`src/core/lbpp_pkg.sv`:
```
// Shared constants and types for the local bus / parallel port pin block
package lbpp_pkg;

    // ------------------------------------------------------------------
    // Clock and cycle timing
    // ------------------------------------------------------------------
    localparam int CLK_PERIOD_NS = 10;
    localparam int SETUP_NS = 30;
    localparam int STROBE_NS = 60;
    localparam int HOLD_NS = 30;
    localparam int WAIT_TIMEOUT_NS = 10000;
    // Least times round up to whole cycles
    localparam int SETUP_CYC = (SETUP_NS + CLK_PERIOD_NS - 1) / CLK_PERIOD_NS;
    localparam int STROBE_CYC = (STROBE_NS + CLK_PERIOD_NS - 1) / CLK_PERIOD_NS;
    localparam int HOLD_CYC = (HOLD_NS + CLK_PERIOD_NS - 1) / CLK_PERIOD_NS;
    // Longest time rounds down
    localparam int WAIT_TIMEOUT_CYC = WAIT_TIMEOUT_NS / CLK_PERIOD_NS;
    localparam int CNT_W = 10;
    localparam int UART_CLK_DIV = 2;
    localparam int UART_DIV_W = 4;

    // ------------------------------------------------------------------
    // Widths and reset values
    // ------------------------------------------------------------------
    localparam int DATA_W = 8;
    localparam int ADDR_W = 8;
    localparam int NUM_SEL = 4;
    localparam int STATUS_W = 5;
    localparam int SYNC_W = 14;
    localparam logic RST_MODE_PP = 1'b0;
    localparam logic [NUM_SEL-1:0] RST_SELECT_N = 4'hf;

    // Parallel status field positions
    localparam int ST_ACK_N = 0;
    localparam int ST_BUSY = 1;
    localparam int ST_PAPER = 2;
    localparam int ST_SELECTED = 3;
    localparam int ST_ERROR_N = 4;

    // ------------------------------------------------------------------
    // Strobe sequencer states
    // ------------------------------------------------------------------
    typedef enum logic [3:0] {
        SEQ_IDLE = 4'h1,
        SEQ_SETUP = 4'h2,
        SEQ_STROBE = 4'h4,
        SEQ_HOLD = 4'h8
    } lbpp_seq_state_t;

endpackage

```
`src/core/lbpp_seq_if.sv`:
```
// Control link between the pin controller and its strobe sequencer
`timescale 1ns/10ps
`default_nettype none
interface lbpp_seq_if;
    logic start;
    logic write;
    logic use_wait;
    logic wait_n;
    logic busy;
    logic drive;
    logic strobe;
    logic sample;
    logic done;
    modport ctl(output start, write, use_wait, wait_n, input busy, drive, strobe, sample, done);
    modport seq(input start, write, use_wait, wait_n, output busy, drive, strobe, sample, done);
endinterface
`default_nettype wire

```
`src/core/lbpp_pins.sv`:
```
// Pin controller for the shared 8-bit local bus / parallel port function
// How it works
// - Local bus direction output high while data lines drive, low while receiving.
// - UART clock output at a quarter of the reference clock, switched on and off by enable.
// - Buffered bus clock output, switched on and off by enable.
// - Local bus reset driven both active high and active low together.
// - Four active-low selects: chip selects or data strobes by protocol.
// - Separate-strobe protocol drives active-low write and read strobes.
// - Combined protocol drives read-not-write; read strobe pin left undriven.
// - Eight address outputs and eight bidirectional data lines.
// - Select: open-drain in standard, push-pull address strobe in enhanced.
// - Autofeed: open-drain in standard, push-pull data strobe in enhanced.
// - Latch strobe pulses in standard; low write, high read in enhanced.
// - Initialise driven active low: open-drain standard, push-pull enhanced.
// - Parallel direction output high while data lines drive, low otherwise.
// - Strap selects the function: low local bus, high parallel port.
`timescale 1ns/10ps
`default_nettype none
module lbpp_pins (
    // Clock and reset
    input wire logic i_ref_clk,
    input wire logic i_reset_n,
    // Mode strap pin and static controls
    input wire logic i_mode_strap,
    input wire logic i_lb_clk_en,
    input wire logic i_uart_clk_en,
    input wire logic i_lb_reset_req,
    input wire logic i_lb_combined_strobe,
    input wire logic i_pp_enhanced,
    input wire logic i_pp_select_in,
    input wire logic i_pp_autofeed,
    input wire logic i_pp_init,
    // Cycle request and answer
    input wire logic i_req_valid,
    input wire logic i_req_write,
    input wire logic [lbpp_pkg::ADDR_W-1:0] i_req_addr,
    input wire logic [lbpp_pkg::DATA_W-1:0] i_req_wdata,
    input wire logic [1:0] i_req_sel,
    output logic o_req_ready,
    output logic o_rsp_valid,
    output logic [lbpp_pkg::DATA_W-1:0] o_rsp_rdata,
    output logic o_mode_pp,
    // Shared data pins
    input wire logic [lbpp_pkg::DATA_W-1:0] i_data_in,
    output logic [lbpp_pkg::DATA_W-1:0] o_data_out,
    output logic o_data_oe,
    output logic o_data_dir,
    // Local bus pins
    output logic o_lb_oe,
    output logic [lbpp_pkg::ADDR_W-1:0] o_lb_addr,
    output logic [lbpp_pkg::NUM_SEL-1:0] o_lb_select_n,
    output logic o_lb_write_strobe_n,
    output logic o_lb_read_strobe_n,
    output logic o_lb_read_strobe_oe,
    output logic o_lb_reset_high,
    output logic o_lb_reset_low,
    output logic o_lb_bus_clock_out,
    output logic o_uart_clk_out,
    // Parallel port pins
    input wire logic i_pp_ack_n,
    input wire logic i_pp_busy,
    input wire logic i_pp_paper_out,
    input wire logic i_pp_selected,
    input wire logic i_pp_error_n,
    output logic o_pp_select_in_n,
    output logic o_pp_select_in_oe,
    output logic o_pp_autofeed_n,
    output logic o_pp_autofeed_oe,
    output logic o_pp_latch_strobe_n,
    output logic o_pp_latch_strobe_oe,
    output logic o_pp_init_n,
    output logic o_pp_init_oe,
    output logic [lbpp_pkg::STATUS_W-1:0] o_pp_status,
    output logic o_pp_irq_event
);
    // ------------------------------------------------------------------
    // Pin synchronisers and mode strap
    // ------------------------------------------------------------------
    logic [lbpp_pkg::SYNC_W-1:0] meta_q;
    logic [lbpp_pkg::SYNC_W-1:0] sync_q;
    logic ack_prev_q;
    logic captured_q;
    logic mode_pp_q;
    logic [1:0] settle_q;
    wire [lbpp_pkg::SYNC_W-1:0] pin_in = {i_mode_strap, i_pp_error_n, i_pp_selected,
                                          i_pp_paper_out, i_pp_busy, i_pp_ack_n, i_data_in};
    wire [lbpp_pkg::DATA_W-1:0] data_s = sync_q[lbpp_pkg::DATA_W-1:0];
    wire [lbpp_pkg::STATUS_W-1:0] status_s = sync_q[lbpp_pkg::SYNC_W-2:lbpp_pkg::DATA_W];
    wire strap_s = sync_q[lbpp_pkg::SYNC_W-1];
    wire busy_s = status_s[lbpp_pkg::ST_BUSY];

    // Two-flop capture of every pin input; strap caught once both stages hold it
    always_ff @(posedge i_ref_clk or negedge i_reset_n)
    begin
        if (!i_reset_n)
        begin
            meta_q <= '0;
            sync_q <= '0;
            settle_q <= '0;
            captured_q <= 1'b0;
            mode_pp_q <= lbpp_pkg::RST_MODE_PP;
        end
        else
        begin
            meta_q <= pin_in;
            sync_q <= meta_q;
            settle_q <= {settle_q[0], 1'b1};
            if (!captured_q && settle_q[1])
            begin
                captured_q <= 1'b1;
                mode_pp_q <= strap_s;
            end
        end
    end

    // ------------------------------------------------------------------
    // Request capture and sequencer
    // ------------------------------------------------------------------
    lbpp_seq_if seq_if();
    logic ready_q;
    logic [lbpp_pkg::ADDR_W-1:0] addr_q;
    logic [lbpp_pkg::DATA_W-1:0] wdata_q;
    logic [1:0] sel_q;
    logic write_q;
    wire lb_en = captured_q & ~mode_pp_q;
    wire pp_en = captured_q & mode_pp_q;
    wire enhanced_port_mode = pp_en & i_pp_enhanced;
    wire standard_printer_mode = pp_en & ~i_pp_enhanced;
    // Peripheral flow control gates the start of a cycle
    wire gate_ok = ~(standard_printer_mode & i_req_write & busy_s) & ~(enhanced_port_mode & busy_s);
    wire take = i_req_valid & ready_q;
    wire ready_d = captured_q & ~seq_if.busy & ~take & gate_ok;

    assign seq_if.start = take;
    assign seq_if.write = i_req_write;
    assign seq_if.use_wait = enhanced_port_mode;
    assign seq_if.wait_n = busy_s;

    lbpp_strobe_seq u_seq (
        .i_ref_clk(i_ref_clk),
        .i_reset_n(i_reset_n),
        .bus(seq_if)
    );

    // Cycle fields held for the whole cycle
    always_ff @(posedge i_ref_clk or negedge i_reset_n)
    begin
        if (!i_reset_n)
        begin
            addr_q <= '0;
            wdata_q <= '0;
            sel_q <= '0;
            write_q <= 1'b0;
        end
        else if (take)
        begin
            addr_q <= i_req_addr;
            wdata_q <= i_req_wdata;
            sel_q <= i_req_sel;
            write_q <= i_req_write;
        end
    end

    // ------------------------------------------------------------------
    // Pin decode
    // ------------------------------------------------------------------
    wire in_cyc = seq_if.busy;
    wire drive_d = seq_if.drive & captured_q;
    wire [lbpp_pkg::NUM_SEL-1:0] sel_dec = lbpp_pkg::NUM_SEL'(1) << sel_q;
    // Chip select covers the cycle; data strobe only the strobe phase
    wire sel_act = i_lb_combined_strobe ? seq_if.strobe : in_cyc;
    wire [lbpp_pkg::NUM_SEL-1:0] select_n_d = (lb_en & sel_act) ? ~sel_dec
                                                                 : lbpp_pkg::RST_SELECT_N;
    wire lb_read_not_write = ~(in_cyc & write_q);
    wire wr_n_d = i_lb_combined_strobe ? lb_read_not_write
                                       : ~(seq_if.strobe & write_q);
    wire rd_n_d = ~(seq_if.strobe & ~write_q);
    wire rd_oe_d = lb_en & ~i_lb_combined_strobe;
    wire lb_rst_d = ~captured_q | i_lb_reset_req;
    wire addr_cyc = seq_if.strobe & addr_q[0];
    wire data_cyc = seq_if.strobe & ~addr_q[0];
    // Open-drain in standard mode pulls low by enabling; enhanced drives both ways
    wire sel_n_d = enhanced_port_mode ? ~addr_cyc : 1'b0;
    wire sel_oe_d = enhanced_port_mode | (standard_printer_mode & i_pp_select_in);
    wire afd_n_d = enhanced_port_mode ? ~data_cyc : 1'b0;
    wire afd_oe_d = enhanced_port_mode | (standard_printer_mode & i_pp_autofeed);
    wire stb_n_d = enhanced_port_mode ? ~(in_cyc & write_q) : 1'b0;
    wire stb_oe_d = enhanced_port_mode | (standard_printer_mode & seq_if.strobe & write_q);
    wire init_n_d = enhanced_port_mode ? ~i_pp_init : 1'b0;
    wire init_oe_d = enhanced_port_mode | (standard_printer_mode & i_pp_init);

    // ------------------------------------------------------------------
    // Buffered clocks
    // ------------------------------------------------------------------
    logic [lbpp_pkg::UART_DIV_W-1:0] div_q;
    wire div_tick = (div_q == lbpp_pkg::UART_DIV_W'(lbpp_pkg::UART_CLK_DIV - 1));

    // Divider making the UART clock enable pulse
    always_ff @(posedge i_ref_clk or negedge i_reset_n)
    begin
        if (!i_reset_n)
            div_q <= '0;
        else
            div_q <= div_tick ? '0 : div_q + 1'b1;
    end

    // ------------------------------------------------------------------
    // Output registers
    // ------------------------------------------------------------------
    always_ff @(posedge i_ref_clk or negedge i_reset_n)
    begin
        if (!i_reset_n)
        begin
            ready_q <= 1'b0;
            o_rsp_valid <= 1'b0;
            o_rsp_rdata <= '0;
            o_data_out <= '0;
            o_data_oe <= 1'b0;
            o_data_dir <= 1'b0;
            o_lb_oe <= 1'b0;
            o_lb_addr <= '0;
            o_lb_select_n <= lbpp_pkg::RST_SELECT_N;
            o_lb_write_strobe_n <= 1'b1;
            o_lb_read_strobe_n <= 1'b1;
            o_lb_read_strobe_oe <= 1'b0;
            o_lb_reset_high <= 1'b1;
            o_lb_reset_low <= 1'b0;
            o_lb_bus_clock_out <= 1'b0;
            o_uart_clk_out <= 1'b0;
            o_pp_select_in_n <= 1'b0;
            o_pp_select_in_oe <= 1'b0;
            o_pp_autofeed_n <= 1'b0;
            o_pp_autofeed_oe <= 1'b0;
            o_pp_latch_strobe_n <= 1'b0;
            o_pp_latch_strobe_oe <= 1'b0;
            o_pp_init_n <= 1'b0;
            o_pp_init_oe <= 1'b0;
            o_pp_status <= '0;
            o_pp_irq_event <= 1'b0;
            ack_prev_q <= 1'b1;
        end
        else
        begin
            ready_q <= ready_d;
            o_rsp_valid <= seq_if.done;
            if (seq_if.sample)
                o_rsp_rdata <= data_s;
            o_data_out <= wdata_q;
            o_data_oe <= drive_d;
            o_data_dir <= drive_d;
            o_lb_oe <= lb_en;
            o_lb_addr <= addr_q;
            o_lb_select_n <= select_n_d;
            o_lb_write_strobe_n <= wr_n_d;
            o_lb_read_strobe_n <= rd_n_d;
            o_lb_read_strobe_oe <= rd_oe_d;
            o_lb_reset_high <= lb_rst_d;
            o_lb_reset_low <= ~lb_rst_d;
            if (i_lb_clk_en && lb_en)
                o_lb_bus_clock_out <= ~o_lb_bus_clock_out;
            if (i_uart_clk_en && lb_en && div_tick)
                o_uart_clk_out <= ~o_uart_clk_out;
            o_pp_select_in_n <= sel_n_d;
            o_pp_select_in_oe <= sel_oe_d;
            o_pp_autofeed_n <= afd_n_d;
            o_pp_autofeed_oe <= afd_oe_d;
            o_pp_latch_strobe_n <= stb_n_d;
            o_pp_latch_strobe_oe <= stb_oe_d;
            o_pp_init_n <= init_n_d;
            o_pp_init_oe <= init_oe_d;
            o_pp_status <= status_s;
            // Falling acknowledge marks a finished transfer or interrupt
            ack_prev_q <= status_s[lbpp_pkg::ST_ACK_N];
            o_pp_irq_event <= pp_en & ack_prev_q & ~status_s[lbpp_pkg::ST_ACK_N];
        end
    end

    assign o_req_ready = ready_q;
    assign o_mode_pp = mode_pp_q;
endmodule
`default_nettype wire

```
`src/core/lbpp_strobe_seq.sv`:
```
// Setup / strobe / hold sequencer shared by local bus and parallel cycles
`timescale 1ns/10ps
`default_nettype none
module lbpp_strobe_seq (
    // Clock and reset
    input wire logic i_ref_clk,
    input wire logic i_reset_n,
    // Controller link
    lbpp_seq_if.seq bus
);
    lbpp_pkg::lbpp_seq_state_t state_q;
    lbpp_pkg::lbpp_seq_state_t state_d;
    logic [lbpp_pkg::CNT_W-1:0] cnt_q;
    logic [lbpp_pkg::CNT_W-1:0] cnt_d;
    logic write_q;
    logic wait_q;
    wire cnt_zero = (cnt_q == '0);
    // Handshake end: peripheral raises its wait line, or timeout
    wire strobe_end = cnt_zero | (wait_q & bus.wait_n);

    // Next state and phase counter
    always_comb
    begin
        state_d = state_q;
        cnt_d = cnt_q;
        unique case (state_q)
            lbpp_pkg::SEQ_IDLE:
            begin
                if (bus.start)
                begin
                    state_d = lbpp_pkg::SEQ_SETUP;
                    cnt_d = lbpp_pkg::CNT_W'(lbpp_pkg::SETUP_CYC - 1);
                end
            end
            lbpp_pkg::SEQ_SETUP:
            begin
                if (cnt_zero)
                begin
                    state_d = lbpp_pkg::SEQ_STROBE;
                    cnt_d = wait_q ? lbpp_pkg::CNT_W'(lbpp_pkg::WAIT_TIMEOUT_CYC - 1)
                                   : lbpp_pkg::CNT_W'(lbpp_pkg::STROBE_CYC - 1);
                end
                else
                    cnt_d = cnt_q - 1'b1;
            end
            lbpp_pkg::SEQ_STROBE:
            begin
                if (strobe_end)
                begin
                    state_d = lbpp_pkg::SEQ_HOLD;
                    cnt_d = lbpp_pkg::CNT_W'(lbpp_pkg::HOLD_CYC - 1);
                end
                else
                    cnt_d = cnt_q - 1'b1;
            end
            lbpp_pkg::SEQ_HOLD:
            begin
                if (cnt_zero)
                    state_d = lbpp_pkg::SEQ_IDLE;
                else
                    cnt_d = cnt_q - 1'b1;
            end
            default:
                state_d = lbpp_pkg::SEQ_IDLE;
        endcase
    end

    // State registers
    always_ff @(posedge i_ref_clk or negedge i_reset_n)
    begin
        if (!i_reset_n)
        begin
            state_q <= lbpp_pkg::SEQ_IDLE;
            cnt_q <= '0;
            write_q <= 1'b0;
            wait_q <= 1'b0;
        end
        else
        begin
            state_q <= state_d;
            cnt_q <= cnt_d;
            if (bus.start && state_q == lbpp_pkg::SEQ_IDLE)
            begin
                write_q <= bus.write;
                wait_q <= bus.use_wait;
            end
        end
    end

    // Phase outputs
    assign bus.busy = (state_q != lbpp_pkg::SEQ_IDLE);
    assign bus.drive = write_q & (state_q != lbpp_pkg::SEQ_IDLE);
    assign bus.strobe = (state_q == lbpp_pkg::SEQ_STROBE);
    assign bus.sample = bus.strobe & strobe_end & ~write_q;
    assign bus.done = (state_q == lbpp_pkg::SEQ_HOLD) & cnt_zero;
endmodule
`default_nettype wire

```
`config.mk`:
```
export PLATFORM = sky130hd
export DESIGN_NAME = lbpp_pins
export DESIGN_NICKNAME = d
export VERILOG_FILES = /design/src/core/lbpp_pkg.sv /design/src/core/lbpp_seq_if.sv /design/src/core/lbpp_pins.sv /design/src/core/lbpp_strobe_seq.sv
export SDC_FILE = /design/constraint.sdc
export NUM_CORES = 1
export LEC_CHECK = 0
export BUFFER_PORTS_ARGS = -buffer_cell sky130_fd_sc_hd__buf_2
export CORE_MARGIN = 1.5
export CORE_UTILIZATION = 53
export DETAILED_ROUTE_END_ITERATION = 7
export GPL_TIMING_DRIVEN = 1
export PLACE_DENSITY = 0.81
export SLEW_MARGIN = 0
export SYNTH_ARGS = -nofsm -noshare
export SYNTH_HDL_FRONTEND = slang
export SYNTH_SLANG_ARGS = --single-unit
```
`constraint.sdc`:
```
create_clock -name i_ref_clk -period 2.3 [get_ports i_ref_clk]
set_input_delay 0.23 -clock i_ref_clk [delete_from_list [all_inputs] [get_ports i_ref_clk]]
set_output_delay 0.23 -clock i_ref_clk [all_outputs]
set_load 0.1 [all_outputs]
```
* Word-level counts from Yosys, hierarchy flattened
Index checks and enable logic that the tools add are counted.
Cells by class: reductions and logical operators 10, equality and inequality tests 11, mux-type cells 19, shift-type cells 1, $add $sub $neg 2, bitwise gates (word level) 60
Operators with widths (number):
- $mux 10 | 5
- $pmux 10 s4 | 1
- $and 1x1->1 | 32
- $mux 4 | 6
- $not 1->1 | 21
- $pmux 4 s4 | 1
- $logic_not 10->1 | 1
- $sub 10x1->10 const B | 1
- $eq 4x1->1 const B | 2
- $mux 1 | 6
- $ne 2x1->1 const B | 3
- $or 1x1->1 | 6
- $logic_and 1x1->1 | 5
- $add 4x1->4 const B | 1
- $eq 4x2->1 const B | 1
- $eq 4x3->1 const B | 1
- $eq 4x4->1 const B | 1
- $ne 2x2->1 const B | 2
- $ne 4x1->1 const B | 1
- $not 4->4 | 1
- $reduce_and 4->1 | 1
- $reduce_bool 4->1 | 1
- $shl 1x2->4 const A | 1
- $reduce_and 3->1 | 1
- $logic_not 1->1 | 1
Word-level totals: input port bits 44, output and inout bits 55, bits in registers 125, word-level logic and storage cells 143

* Logic depth before layout (Yosys ltp)
Gate-level depths: netlist (run 1).
word-level depth 7, mapped depth 8, mapped depth without buffers 8

* Hierarchy
Synthesis (run 1) repeated with hierarchy kept, for this count alone.
Second synthesis, totals: cell total of the unflattened synthesis 329, area, all modules 4561.9 sq um
Modules (own cells, without submodules):
- lbpp_pins | instances 1, cells each 196, area each 3367.0 sq um, seq. area each 2737.6 sq um
- lbpp_strobe_seq | instances 1, cells each 133, area each 1194.9 sq um, seq. area each 401.6 sq um

* Least setup slack after synthesis (run 1)
OpenSTA, ideal clock, no wires.
path kind reg2reg, start point register ready_q, in the netlist o_req_ready, end point register u_seq.cnt_q[7] in the netlist's numbering, period minus slack after synthesis 1939 ps, cell stages (with the launch flop) 8, setup time 137 ps, required time 2163 ps, data arrival time 1802 ps, buffers on the path 1, slack 361 ps, cell sequence dfrtp_1 -> nand2_1 -> or2_0 -> buf_6 -> o21ai_4 -> inv_6 -> nor3_2 -> a211oi_1
On the way: cells in the longest elaborated chain, start to end 3
Ends and longest elaborated chain:
- from (decl) | RTL line lbpp_pins.sv:120 | logic ready_q;
- from (signal assigned) | RTL line lbpp_pins.sv:244 | ready_q <= ready_d;
- $and 1x1->1 | RTL line lbpp_pins.sv:131 | wire take = i_req_valid & ready_q;
- $ne 2x2->1 (no source line)
- $reduce_and 3->1 (no source line)
- to (signal assigned) | RTL line lbpp_strobe_seq.sv:81 | cnt_q <= cnt_d;
- to (decl) | RTL line lbpp_strobe_seq.sv:13 | logic [lbpp_pkg::CNT_W-1:0] cnt_q;
Every way passes these cells. A chain may end at the register's enable or synchronous reset.

* Worst setup path after layout (run 1)
start point register u_seq.cnt_q[0] in the netlist's numbering, end point register o_rsp_rdata[0] in the netlist's numbering
On the way: cells in the longest elaborated chain, start to end 4
Ends and longest elaborated chain:
- $logic_not 10->1 | RTL line lbpp_strobe_seq.sv:17 | wire cnt_zero = (cnt_q == '0);
- $or 1x1->1 | RTL line lbpp_strobe_seq.sv:19 | wire strobe_end = cnt_zero | (wait_q & bus.wait_n);
- $and 1x1->1 (2 in series) | RTL line lbpp_strobe_seq.sv:94 | assign bus.sample = bus.strobe & strobe_end & ~write_q;
- to (signal assigned) | RTL line lbpp_pins.sv:247 | o_rsp_rdata <= data_s;
- to (decl) | RTL line lbpp_pins.sv:41 | output logic [lbpp_pkg::DATA_W-1:0] o_rsp_rdata,
Every way passes these cells.

==> results of run 1 <==
[cell type report]
| class | instances | area, µm² | area share, % |
|---|---|---|---|
| Tap cell | 105 | 131 | 2.13 |
| Timing Repair Buffer | 148 | 993 | 16.1 |
| Clock inverter | 11 | 156 | 2.54 |
| Sequential cell | 125 | 3140 | 51.0 |
| Multi-Input combinational cell | 166 | 1250 | 20.2 |
| Clock buffer | 21 | 459 | 7.45 |
| Inverter | 8 | 35.0 | 0.569 |
[critical path, stage by stage, from the launching register on]
cell and delay [ns]:
dfrtp_1 0.41, inv_1 0.12, ha_1 0.18, nor2b_1 0.35, nand3_2 0.15, a21oi_2 0.23, nand2b_2 0.24, mux2_4 0.36
[repair_timing]
action	4_1_cts	5_1_grt
setup endpoints to repair	0	8
hold endpoints to repair	82	0
hold buffers	40	0
setup buffers	0	0
gates resized for setup	0	1
[per-stage QoR]
| step | instance area, µm² | std cells |
|---|---|---|
| floorplan | 4470 | 306 |
| global placement | 5140 | 512 |
| detailed placement | 5140 | 512 |
| CTS | 6160 | 584 |
| global route | 6160 | 584 |
| finish | 6160 | 584 |
[layer usage]
layer	up-vias	share of wire [%]
li1	1390	-
met5	-	0
met3	22	5.4
met2	126	54
met1	1593	38
met4	0	2.2
[logic make-up after synthesis]
logic type,after synthesis
buffers and inverters,15
AO/OA/AOI/OAI,41
adder cells (fa/ha/maj),2
AND/OR/NAND/NOR,84
other,1
multiplexers,31
XOR/XNOR,7
flip-flops,125
[state kept, by name (all words and copies together) (netlist names), 2 cells and up]
| register | cells |
|---|---|
| addr_q | 8 |
| sync_q | 14 |
| o_rsp_rdata | 8 |
| sel_q | 2 |
| div_q | 4 |
| o_data_out | 8 |
| o_pp_status | 5 |
| o_lb_select_n | 4 |
| o_lb_addr | 8 |
| u_seq.cnt_q | 10 |
| settle_q | 2 |
| wdata_q | 8 |
| u_seq.state_q | 4 |
| meta_q | 14 |
[placed cells by master, fill, tap and decap left out, types with 8 or more instances in the layout]
master           n
o21ai_0         10
buf_4            9
nand2_1         18
mux2_2          21
clkbuf_16       16
mux2_4           8
buf_2           97
dfstp_2          9
dfrtp_1        116
nor2_1          15
dlygate4sd3_1   40
nand3_1          9
[report_power, final]
group	internal [mW]	switching (mW)
registers	2.28	0.0343
logic	0.132	0.451
clock network	1.75	0.979
[worst max-delay path by stage]
stage	from	cells past startpoint	to	slack, ns
6_report	u_seq.cnt_q[0]	7	o_rsp_rdata[0]	0.14
5_1_grt	u_seq.cnt_q[0]	8	u_seq.cnt_q[5]	0.07
4_1_cts	u_seq.cnt_q[0]	7	o_rsp_rdata[3]	0.05
3_5_place_dp	u_seq.state_q[3]	5	o_rsp_rdata[6]	0.08
3_3_place_gp	u_seq.state_q[3]	5	o_rsp_rdata[3]	0.20
2_1_floorplan	o_req_ready	7	u_seq.cnt_q[7]	0.36
==> flow_metrics.env, run 1 <==
export IMPL_final_setup_viol_count=0
export IMPL_clock_latency_ns=0.51
export IMPL_finalWirelength_um=10600
export IMPL_start_util_pct=54.7
export IMPL_drt_iter0_markers=200
export IMPL_synthTopCellsByCount="dfrtp_1, mux2_2, nand2_1"
export IMPL_finalNetCount=512
export IMPL_yosys_area_share_simple_pct=10.8
export IMPL_n_antenna_cell=0
export IMPL_use_met2_pct=44.9
export IMPL_synthMostInstantiatedCell="dfrtp_1"
export IMPL_first_pass_iters=4
export IMPL_cts_made_buffers=17
export IMPL_ir_drop_uv=1300
export IMPL_yosysTopAreaCell="dfrtp_1"
export IMPL_critPathArrivalTime_ns=2.55
export IMPL_busiest_layer="met2"
export IMPL_dr_total_vias=3131
export IMPL_post_route_min_period_ns=2.16
export IMPL_ys_warn_count=0
export IMPL_synth_cell_types=57
export IMPL_synth_compound_area_share_pct=6.60
export IMPL_cts_sinks=125
export IMPL_clk_path_buf_depth=2
export IMPL_die_x_um=94.9
export IMPL_portBuffers=98
export IMPL_met1_usage_pct=31.1
export IMPL_coreArea_um2=8180
export IMPL_hold_slack_ns=0.0495
export IMPL_netlist_instances=306
export IMPL_setup_tns_final_ns=0
export IMPL_post_route_period_util_pct=94.0
export IMPL_dpl_hpwl_um=6030
export IMPL_drive_above_1_share_pct=40.9
export IMPL_num_rows=33
export IMPL_antenna_found_initial=0
export IMPL_final_max_slew_viol_count=0
export IMPL_grtUsageMet3_pct=6.76
export IMPL_grt_overflow=0
export IMPL_clk_pin_slew_ns=0.06
export IMPL_r2r_start="u_seq.cnt_q[0]"
export IMPL_ys_seq_area_share_pct=70.2
export IMPL_vias_per_cell=5.36
export IMPL_power_per_cell_area_nw_per_um2=913
export IMPL_clock_fmax_ghz=0.463
export IMPL_die_area_um2=9000
export IMPL_synth_area_um2=4470
export IMPL_n_fill_cell=460
export IMPL_drc=0
export IMPL_detail_route_wl_per_cell_um=18.2
export IMPL_cts_tree="done"
export IMPL_startpoint_type="register"
export IMPL_synth_edff_count=0
export IMPL_status="finished clean"
export IMPL_post_route_util_pct=75.4
export IMPL_r2r_end="o_rsp_rdata[0]"
export IMPL_die_y_um=94.9
export IMPL_rsz0062_at_grt="false"
export IMPL_worst_slack_ns=0.139
export IMPL_rr_worst_depth=7
export IMPL_synthesis_nets=352
export IMPL_synthMuxAreaShare_pct=8.42
export IMPL_ys_flop_type="dfrtp_1"
export IMPL_hold_class="in2reg"
export IMPL_path_max_fanout=8
export IMPL_gp_congestion=0.937
export IMPL_post_place_ws_ns=0.0764
export IMPL_synth_top_family_by_area="simple AND/OR/NAND/NOR gates"
export IMPL_io_pins=99
export IMPL_hold_depth=2
export IMPL_cp_required_ns=2.69
export IMPL_synth_area_top_cells="dfrtp_1, dfstp_2, mux2_2"
export IMPL_max_cap_violations=0
export IMPL_cts_htree_levels=4
export IMPL_relSlewSlack_pct=55.6
export IMPL_grt_pass1_wl_um=17100
export IMPL_worstSetupPathType="reg2reg"
export IMPL_grt_use_total_pct=26.2
export IMPL_end_kind="register"
export IMPL_synthArstFlopShare_pct=100
export IMPL_drtAntennaViolNets=0
export IMPL_ys_ff_latch=125
export IMPL_synth_top_area_share_pct=64.9
export IMPL_synth_xor_area_share_pct=1.37
export IMPL_grt_max_degree=51
export IMPL_worst_pin_slew_ns=0.666
export IMPL_finalHoldViolCount=0
export IMPL_min_to="u_seq.write_q"
export IMPL_finClkSkew_ns=0.00879
export IMPL_rrSetupSlack_ns=0.14
export IMPL_synthAdderAreaFrac_pct=0.560
export IMPL_min_delay_start="i_req_write"
export IMPL_power_mw=5.63
export IMPL_root_buffer="clkbuf_8"
export IMPL_leakage_nw=3.05
export IMPL_grt_pass1_vias=3307
export IMPL_synth_area_per_cell_um2=14.6
export IMPL_syn_to_final_growth_pct=37.8
(Power assumes the default switching activity.)
==> run 2, diff against run 1 <==
--- a/config.mk
+++ b/config.mk
@@ -11,6 +11,7 @@
 export DETAILED_ROUTE_END_ITERATION = 7
 export GPL_TIMING_DRIVEN = 1
 export PLACE_DENSITY = 0.81
+export SETUP_SLACK_MARGIN = 0.15
 export SLEW_MARGIN = 0
 export SYNTH_ARGS = -nofsm -noshare
 export SYNTH_HDL_FRONTEND = slang
==> constraint.sdc (replaced) <==
create_clock -name i_ref_clk -period 2.34 [get_ports i_ref_clk]
set_input_delay 0.234 -clock i_ref_clk [delete_from_list [all_inputs] [get_ports i_ref_clk]]
set_output_delay 0.234 -clock i_ref_clk [all_outputs]
set_load 0.1 [all_outputs]
==> flow_metrics.env, run 2 (synthesis gave the netlist of run 1 again) <==
export IMPL_status="finished clean"
export IMPL_die_y_um=94.9
export IMPL_first_pass_iters=4
export IMPL_gp_congestion=0.938
export IMPL_power_mw=5.46
export IMPL_final_setup_viol_count=0
export IMPL_layout_cells_non_filler=584
export IMPL_worstSetupPathType="reg2reg"
export IMPL_root_buffer="clkbuf_8"
export IMPL_post_place_ws_ns=0.0893
export IMPL_placed_area_um2=5130
export IMPL_num_rows=33
export IMPL_detail_route_wl_per_cell_um=18.6
export IMPL_finalHoldViolCount=0
export IMPL_max_stage_delay_ns=0.52
export IMPL_drtAntennaViolNets=0
export IMPL_drive_above_1_share_pct=41.3
export IMPL_antenna_found_initial=0
export IMPL_cts_made_buffers=17
export IMPL_power_per_cell_area_nw_per_um2=887
export IMPL_grt_max_degree=51
export IMPL_syn_to_final_growth_pct=37.8
export IMPL_cp_required_ns=2.74
export IMPL_die_x_um=94.9
export IMPL_critPathSlowestCell="or3_2"
export IMPL_reg_top3="meta_q: 14 flops, sync_q: 14 flops, u_seq.cnt_q: 10 flops"
export IMPL_place_inst=511
export IMPL_finalWirelength_um=10900
export IMPL_critPathArrivalTime_ns=2.54
export IMPL_setup_tns_final_ns=0
export IMPL_grt_pass1_vias=3352
export IMPL_die_area_um2=9000
export IMPL_startpoint_type="register"
export IMPL_max_cap_violations=0
export IMPL_final_max_slew_viol_count=0
export IMPL_cts_htree_levels=4
export IMPL_post_route_period_util_pct=91.6
export IMPL_rsz0062_at_grt="false"
export IMPL_final_common_cell="dfrtp_1"
export IMPL_clk_pin_slew_ns=0.06
export IMPL_grt_use_total_pct=26.6
export IMPL_worst_slack_ns=0.197
export IMPL_postCtsSetupBuffers=0
export IMPL_final_cell_area_um2=6160
export IMPL_leakage_nw=3.03
export IMPL_path_max_fanout=8
export IMPL_cts_sinks=125
export IMPL_coreArea_um2=8180
export IMPL_relSlewSlack_pct=56.5
export IMPL_path_cells="nand2b_1, or3_2, a21oi_2, nand2b_4, mux2_4"
export IMPL_grt_overflow=0
export IMPL_grt_pass1_wl_um=17200
export IMPL_cts_tree="done"
export IMPL_finalNetCount=512
export IMPL_finClkSkew_ns=0.00823
export IMPL_io_pins=99
export IMPL_min_delay_start="i_pp_enhanced"
export IMPL_layout_common_cells="dfrtp_1, buf_2, dlygate4sd3_1"
export IMPL_dpl_hpwl_um=5840
export IMPL_startpoint="u_seq.state_q[3]"
export IMPL_clock_latency_ns=0.52
export IMPL_drt_iter0_markers=161
export IMPL_hold_slack_ns=0.0399
export IMPL_dr_total_vias=3136
export IMPL_n_antenna_cell=0
export IMPL_clock_fmax_ghz=0.467
export IMPL_worst_pin_slew_ns=0.653
export IMPL_hold_class="in2reg"
export IMPL_end_kind="register"
export IMPL_clk_path_buf_depth=2
export IMPL_post_route_util_pct=75.4
export IMPL_r2r_start="u_seq.state_q[3]"
export IMPL_portBuffers=98
export IMPL_vias_per_cell=5.37
export IMPL_ir_drop_uv=735
export IMPL_drc=0
export IMPL_start_util_pct=54.7
export IMPL_post_route_min_period_ns=2.14
==> run 2: path summary, 6_finish.rpt <==
| path | depth (start not counted) | end | slack [ns] |
|---|---|---|---|
| hold reg to reg | 0 | sync_q[6] | 0.35 |
| min in group asynchronous | 2 | o_pp_status[2] | 0.29 |
| setup reg to reg | 5 | o_rsp_rdata[2] | 0.20 |
| setup / recovery | 5 | o_rsp_rdata[2] | 0.20 |
| max in group asynchronous | 3 | o_lb_read_strobe_n | 1.33 |
| hold / removal | 3 | o_pp_init_oe | 0.04 |
==> run 2: final cells by class <==
cell class | count | area [µm²]
clock buffer | 19 | 432
clock inverter | 13 | 165
fill | 466 | 2010
inverter | 8 | 35.0
multi-input combinational | 166 | 1260
sequential | 125 | 3140
tap | 105 | 131
timing repair buffer | 148 | 996
==> run 2: repair_timing <==
action,4_1_cts,5_1_grt
hold endpoints to repair,84,0
endpoints found under the setup margin,8,14
hold buffers,41,0
resized for setup,1,4
==> run 2: critical path, delay by kind of cell, from the launching register on <==
| kind | cells | cell delay, ns |
|---|---|---|
| AOI/OAI and AO/OA | 1 | 0.27 |
| DFF | 1 | 0.49 |
| muxes | 1 | 0.33 |
| and+or+nand+nor | 3 | 0.93 |
==> run 2: power breakdown <==
group | switching (mW) | internal [mW]
sequential | 0.0349 | 2.24
combinational | 0.444 | 0.132
clock | 0.963 | 1.65
total | 1.44 | 4.02
==> run 2: layer usage <==
layer / part of all wire, % / global-route usage, % / wire length (µm)
met5: 0 / 0 / 0
met4: 3.4 / 12.9 / 373
met3: 5.9 / 9.10 / 637
met2: 54 / 45.0 / 5890
met1: 36 / 30.1 / 3960
